<file path="src/common/overlap_pkg.sv">
// constants, types and helpers for the back-to-back overlap stall logic
//
// How it works
// - after each dram cycle a precharge interval blocks launching another dram access
// - ssram transactions never wait on precharge left by an earlier dram cycle
// - a dram request during open precharge holds the processor until launch is legal
// - stall counts are defined for back-to-back, one idle cycle between transactions
// - anything following an ssram transaction gets no overlap stall
// - anything following an i/o transaction gets no overlap stall
// - a dram access after an edo read or write gets one extra stall
// - ssram or i/o after an edo read or write gets no extra stall
// - a dram access after a burst-edo read gets one extra stall
// - ssram or i/o after a burst-edo read gets no extra stall
// - a dram access after a burst-edo write gets two extra stalls
// - ssram or i/o after a burst-edo write gets no extra stall
// - burst-edo write adds a recovery cycle, seen only by a following dram cycle
package overlap_pkg;

    // ****************************************************************
    // transaction kinds
    // ****************************************************************
    typedef enum logic [1:0] {
        KIND_SSRAM,
        KIND_IO,
        KIND_EDO,
        KIND_BEDO
    } kind_e;

    // ****************************************************************
    // timing
    // ****************************************************************
    localparam int TMR_W = 3;
    localparam logic [TMR_W-1:0] TMR_ZERO = 3'h0;
    localparam logic [TMR_W-1:0] TMR_ONE = 3'h1;
    // idle bus cycles between two back-to-back transactions
    localparam logic [TMR_W-1:0] B2B_IDLE = 3'h1;
    localparam logic [TMR_W-1:0] PEN_NONE = 3'h0;
    localparam logic [TMR_W-1:0] PEN_EDO = 3'h1;
    localparam logic [TMR_W-1:0] PEN_BEDO_RD = 3'h1;
    // one more than a burst-edo read: the recovery cycle before ras negates
    localparam logic [TMR_W-1:0] PEN_BEDO_WR = 3'h2;

    function automatic logic is_dram(input kind_e kind);
        return (kind == KIND_EDO) || (kind == KIND_BEDO);
    endfunction

    // extra stalls a dram access sees when it follows this kind back to back
    function automatic logic [TMR_W-1:0] overlap_pen(input kind_e kind,
                                                     input logic write);
        logic [TMR_W-1:0] pen;
        pen = PEN_NONE;
        if (kind == KIND_EDO) begin
            pen = PEN_EDO;
        end else if (kind == KIND_BEDO) begin
            pen = write ? PEN_BEDO_WR : PEN_BEDO_RD;
        end
        return pen;
    endfunction

endpackage

</file>
<file path="src/hdl/precharge_timer.sv">
// down counter that measures the remaining ras precharge interval
`timescale 1ns/1ps
module precharge_timer
    import overlap_pkg::*;
(
    input wire logic core_clk,
    input wire logic resetn,
    input wire logic load,
    input wire logic [TMR_W-1:0] load_val,
    output logic [TMR_W-1:0] count,
    output logic expired
);

    logic [TMR_W-1:0] count_r;
    logic [TMR_W-1:0] count_nxt;

    assign count_nxt = load ? load_val :
                       (count_r == TMR_ZERO) ? TMR_ZERO :
                       count_r - TMR_ONE;
    assign count = count_r;
    assign expired = (count_r == TMR_ZERO);

    always_ff @(posedge core_clk or negedge resetn) begin
        if (!resetn) begin
            count_r <= TMR_ZERO;
        end else begin
            count_r <= count_nxt;
        end
    end

endmodule // precharge_timer

</file>
<file path="src/hdl/overlap_stall.sv">
// overlap stall insertion between back-to-back processor bus transactions
`timescale 1ns/1ps
module overlap_stall
    import overlap_pkg::*;
(
    input wire logic core_clk,
    input wire logic resetn,
    input wire logic req_valid,
    input wire kind_e req_kind,
    input wire logic req_write,
    input wire logic txn_done,
    output logic go_ssram_r,
    output logic go_io_r,
    output logic go_dram_r,
    output logic go_write_r,
    output kind_e go_kind_r,
    output logic overlap_stall_r,
    output logic busy_r,
    output kind_e last_kind_r,
    output logic last_write_r,
    output logic [TMR_W-1:0] last_pen_r
);

    // ****************************************************************
    // state
    // ****************************************************************
    typedef enum logic [1:0] {
        ST_IDLE,
        ST_HOLD,
        ST_BUSY
    } state_e;

    state_e state_r;
    state_e state_nxt;
    kind_e cur_kind_r;
    logic cur_write_r;
    kind_e hold_kind_r;
    logic hold_write_r;
    logic [TMR_W-1:0] stall_cnt_r;
    logic [TMR_W-1:0] stall_cnt_nxt;

    logic prech_expired;
    logic prech_load;
    logic [TMR_W-1:0] prech_val;

    // ****************************************************************
    // decode
    // ****************************************************************
    wire accept = (state_r == ST_IDLE) && req_valid;
    wire req_dram = is_dram(req_kind);
    // ssram and i/o never look at the precharge timer
    wire launch_now = accept &&
        (!req_dram || prech_expired);
    wire must_hold = accept && req_dram && !prech_expired;
    wire hold_release = (state_r == ST_HOLD) && prech_expired;
    wire launch = launch_now || hold_release;
    wire kind_e launch_kind = hold_release ? hold_kind_r : req_kind;
    wire launch_write = hold_release ? hold_write_r : req_write;
    wire finish = (state_r == ST_BUSY) && txn_done;

    // only dram cycles leave precharge behind; the idle cycle of a
    // back-to-back pair already covers part of it
    assign prech_load = finish && is_dram(cur_kind_r);
    assign prech_val = overlap_pen(cur_kind_r, cur_write_r) + B2B_IDLE;

    assign stall_cnt_nxt = must_hold ? TMR_ZERO :
                           (state_r == ST_HOLD) ? stall_cnt_r + TMR_ONE :
                           stall_cnt_r;

    always_comb begin
        state_nxt = state_r;
        unique case (state_r)
            ST_IDLE: begin
                if (launch_now) begin
                    state_nxt = ST_BUSY;
                end else if (must_hold) begin
                    state_nxt = ST_HOLD;
                end
            end
            ST_HOLD: begin
                if (hold_release) begin
                    state_nxt = ST_BUSY;
                end
            end
            ST_BUSY: begin
                if (txn_done) begin
                    state_nxt = ST_IDLE;
                end
            end
        endcase
    end

    precharge_timer u_prech (
        .core_clk(core_clk),
        .resetn(resetn),
        .load(prech_load),
        .load_val(prech_val),
        .count(),
        .expired(prech_expired)
    );

    // ****************************************************************
    // registers
    // ****************************************************************
    always_ff @(posedge core_clk or negedge resetn) begin
        if (!resetn) begin
            state_r <= ST_IDLE;
            stall_cnt_r <= TMR_ZERO;
        end else begin
            state_r <= state_nxt;
            stall_cnt_r <= stall_cnt_nxt;
        end
    end

    always_ff @(posedge core_clk or negedge resetn) begin
        if (!resetn) begin
            hold_kind_r <= KIND_SSRAM;
            hold_write_r <= 1'b0;
        end else if (must_hold) begin
            hold_kind_r <= req_kind;
            hold_write_r <= req_write;
        end
    end

    always_ff @(posedge core_clk or negedge resetn) begin
        if (!resetn) begin
            cur_kind_r <= KIND_SSRAM;
            cur_write_r <= 1'b0;
        end else if (launch) begin
            cur_kind_r <= launch_kind;
            cur_write_r <= launch_write;
        end
    end

    // launch strobes to the sequencers, one cycle each; go_kind_r holds the last launched kind
    always_ff @(posedge core_clk or negedge resetn) begin
        if (!resetn) begin
            go_ssram_r <= 1'b0;
            go_io_r <= 1'b0;
            go_dram_r <= 1'b0;
            go_write_r <= 1'b0;
            go_kind_r <= KIND_SSRAM;
        end else begin
            go_ssram_r <= launch && (launch_kind == KIND_SSRAM);
            go_io_r <= launch && (launch_kind == KIND_IO);
            go_dram_r <= launch && is_dram(launch_kind);
            go_write_r <= launch && launch_write;
            go_kind_r <= launch ? launch_kind : go_kind_r;
        end
    end

    always_ff @(posedge core_clk or negedge resetn) begin
        if (!resetn) begin
            overlap_stall_r <= 1'b0;
            busy_r <= 1'b0;
        end else begin
            overlap_stall_r <= (state_nxt == ST_HOLD);
            busy_r <= (state_nxt != ST_IDLE);
        end
    end

    // history of the finished transaction and the penalty it hands on
    always_ff @(posedge core_clk or negedge resetn) begin
        if (!resetn) begin
            last_kind_r <= KIND_SSRAM;
            last_write_r <= 1'b0;
            last_pen_r <= PEN_NONE;
        end else if (finish) begin
            last_kind_r <= cur_kind_r;
            last_write_r <= cur_write_r;
            last_pen_r <= overlap_pen(cur_kind_r, cur_write_r);
        end
    end
endmodule // overlap_stall

</file>
<file path="config.mk">
export PLATFORM = sky130hd
export DESIGN_NAME = overlap_stall
export DESIGN_NICKNAME = d
export VERILOG_FILES = /design/src/common/overlap_pkg.sv /design/src/hdl/precharge_timer.sv /design/src/hdl/overlap_stall.sv
export SDC_FILE = /design/constraint.sdc
export NUM_CORES = 1
export LEC_CHECK = 0
export BUFFER_PORTS_ARGS = -buffer_cell sky130_fd_sc_hd__buf_2
export CAP_MARGIN = 25
export CORE_MARGIN = 5
export CORE_UTILIZATION = 47
export DETAILED_ROUTE_END_ITERATION = 10
export GPL_TIMING_DRIVEN = 0
export HOLD_SLACK_MARGIN = 0.1
export PLACE_DENSITY = 0.81
export REMOVE_ABC_BUFFERS = 1
export SETUP_SLACK_MARGIN = 0.1
export SLEW_MARGIN = 20
export SYNTH_ARGS = -nofsm -noshare
export SYNTH_HDL_FRONTEND = slang
export SYNTH_SLANG_ARGS = --single-unit
</file>
<file path="constraint.sdc">
create_clock -name core_clk -period 1.7 [get_ports core_clk]
set_clock_uncertainty 0.1 [all_clocks]
set_input_delay 0.34 -clock core_clk [delete_from_list [all_inputs] [get_ports core_clk]]
set_output_delay 0.34 -clock core_clk [all_outputs]
set_load 0.01 [all_outputs]
</file>
==> flow_summary.ini <==
[global_routing]
grt_overflow_total = 0
grt_max_degree = 23
grtUsageTotal = 0.120
grt_first_pass_wirelength_mm = 3.19
grt_pass1_vias = 777
antenna_found_initial = 0

[worst_setup_path]
path_cells = nor2_4 > ha_4 > nand4b_4 > a21oi_2 > a31o_1 > and2_1
end_kind = flop
worstPathMaxFanout = 7
cp.arrival_ns = 1.67
slowest_stage = dfrtp_1
crit_buf_inv = 0
crit_type = reg2reg
critPathTopFamily = simple AND/OR/NAND/NOR gates
cp.required_ns = 1.81
worstSetupStartpointType = flop
critical-path-max-stage-delay_ns = 0.45

[pwr]
p_sw_frac = 0.363
power_switching_mw = 0.750
pwr-share-seq = 0.404
internal-power_mw = 1.32
power_frac_comb = 0.460
p_per_area_nw_per_um2 = 1610
peakVddDrop_mv = 0.690
leakage_nw = 0.674
p_clk_frac = 0.136

[cells_and_area]
finalNetCount = 136
area_growth_pct = 23.6
stdcell_count = 150
drive_above_1_share = 0.369
antennaDiodeCount = 0

[synthesis]
synth_cell_types = 27
synth_ff_type = dfrtp_1
synth_sequential_area_ratio = 0.531
synthTopCellsByArea = dfrtp_1, ha_1, mux2_2
ys_warn_count = 0
synth_area_leader_cell = dfrtp_1
synth-edff-count = 0
async_reset_ff_frac = 1.00
ys_seq_elements = 22
post-synth-top-area-fraction = 0.531
synth_common_cells = dfrtp_1, nand2_1
synthCells = 94
avgSynthCellArea_um2 = 11.0
netlist_area_um2 = 1040
synth.most_common_cell = dfrtp_1

[clock_network]
insertion_delay_ns = 0.30
cts-root-buf = clkbuf_4
cts.sinks = 22
cts_max_path_buffers = 2
cts_max_level = 1
path_clk_slew_ns = 0.12
cts_buffers = 3
cts_tree = yes

[drt]
drc = 0
antenna_left = 0
wl_per_cell_um = 12.4
firstDrtPassIters = 4
vias = 762
routed_wl_mm = 1.87
drt_iter0_markers = 17
avgViaCountPerCell = 5.08

[timing]
hold_violations = 0
setup_viol = 0
tns_ns = 0
slew_violations = 0
layout_min_cycle_time_ns = 1.57
period_share = 0.921
hold_ws_ns = 0.185
fmax_mhz = 639
rsz0062_at_grt = true

[floorplanning]
fp.dieW_um = 57.0
io_pins = 21
core_area_um2 = 2150
start_util = 0.483
die_area_um2 = 3250
die_h_um = 57.0
placementRows = 17

[run_status]
status = complete, no violations

[job]
drv_cap = 0

[placement]
dpl.hpwl_mm = 1.39
place_inst = 140
port_buffers = 19
gp_congestion = 0.691

[worst_hold_path]
hp-class = in2reg
-- final cells by class --
type | instances | area (um2)
clock buffers | 4 | 36.3
well taps | 28 | 35.0
flip-flops and latches | 22 | 551
inverters | 6 | 22.5
multi-input cells | 65 | 495
repair buffers | 25 | 143
fillers | 172 | 866
-- path summary, 6_finish.rpt --
check	slack [ns]	startpoint	depth (start not counted)	end
max in group asynchronous	0.77	resetn	2	hold_kind_r[1]
min reg2reg	0.39	last_kind_r[1]	2	last_kind_r[1]
min in group asynchronous	0.40	resetn	2	u_prech.count[0]
max reg2reg	0.13	u_prech.count[0]	6	overlap_stall_r
max	0.13	u_prech.count[0]	6	overlap_stall_r
min	0.19	req_write	2	hold_write_r
-- kinds of logic (layout without fill, tap and decap cells) --
family | Yosys count | count (layout) | share of synthesized area
AND/OR/NAND/NOR | 32 | 32 | 0.160
flip-flops | 22 | 22 | 0.531
adder cells (fa/ha/maj) | 6 | 6 | 0.0724
other | 1 | 1 | 0.00362
multiplexers | 6 | 6 | 0.0651
buffers and inverters | 7 | 35 | 0.0290
AO/OA/AOI/OAI | 20 | 20 | 0.139
-- sequential cells by signal (all words and copies together) (netlist names), 2 cells and up --
name / cells
cur_kind_r: 2
state_r: 2
last_kind_r: 2
last_pen_r: 2
u_prech.count: 3
hold_kind_r: 2
-- layer usage --
layer | vias to the layer above | GRT usage | share of wire
li1 | 375 | - | -
met1 | 365 | 0.146 | 0.43
met4 | 0 | 0.0596 | 0.010
met5 | - | 0 | 0
met2 | 19 | 0.202 | 0.52
met3 | 3 | 0.0226 | 0.048
-- per-stage QoR --
step	total power, mW	setup WS [ns]	util	area, um2
3_3_place_gp	1.61	-0.0744	0.540	1160
4_1_cts	2.01	0.0718	0.577	1240
5_1_grt	2.24	0.0457	0.597	1280
3_5_place_dp	1.66	-0.135	0.540	1160
6_report	2.07	0.134	0.597	1280
2_1_floorplan	1.40	0.0640	-	1030
-- placed cells by master, fill, tap and decap left out, types with 2 or more instances in the layout --
| cell type | n |
|---|---|
| a21o_1 | 4 |
| a21oi_2 | 2 |
| and2_1 | 2 |
| buf_2 | 19 |
| buf_4 | 5 |
| clkbuf_4 | 3 |
| dfrtp_1 | 22 |
| ha_1 | 2 |
| ha_2 | 3 |
| inv_1 | 5 |
| mux2_2 | 6 |
| nand2_1 | 16 |
| nand3_1 | 3 |
| nor2_1 | 3 |
| o21ai_0 | 6 |
-- power groups by stage --
stage	combinational (mW)	clock, mW	sequential, mW
after floorplan	0.522	0	0.880
after global placement	0.772	0	0.834
after detailed placement	0.808	0	0.849
after CTS	0.895	0.286	0.828
after global routing	1.06	0.307	0.868
final	0.951	0.280	0.835
-- worst register-to-register path, stage by stage, from the launching register on --
cell and delay (ns):
dfrtp_1 0.45, nor2_4 0.15, ha_4 0.19, nand4b_4 0.17, a21oi_2 0.07, a31o_1 0.20
and2_1 0.14
-- timing repair --
| action | CTS | global route |
|---|---|---|
| pin swaps | 0 | 4 |
| gates cloned | 0 | 0 |
| endpoints found under the setup margin | 14 | 8 |
| endpoints found under the hold margin | 22 | 0 |
| hold buffers | 1 | 0 |
| buffers inserted | 2 | 3 |
| gates resized for setup | 4 | 7 |
No activity file was read; power rests on OpenSTA's default activity.
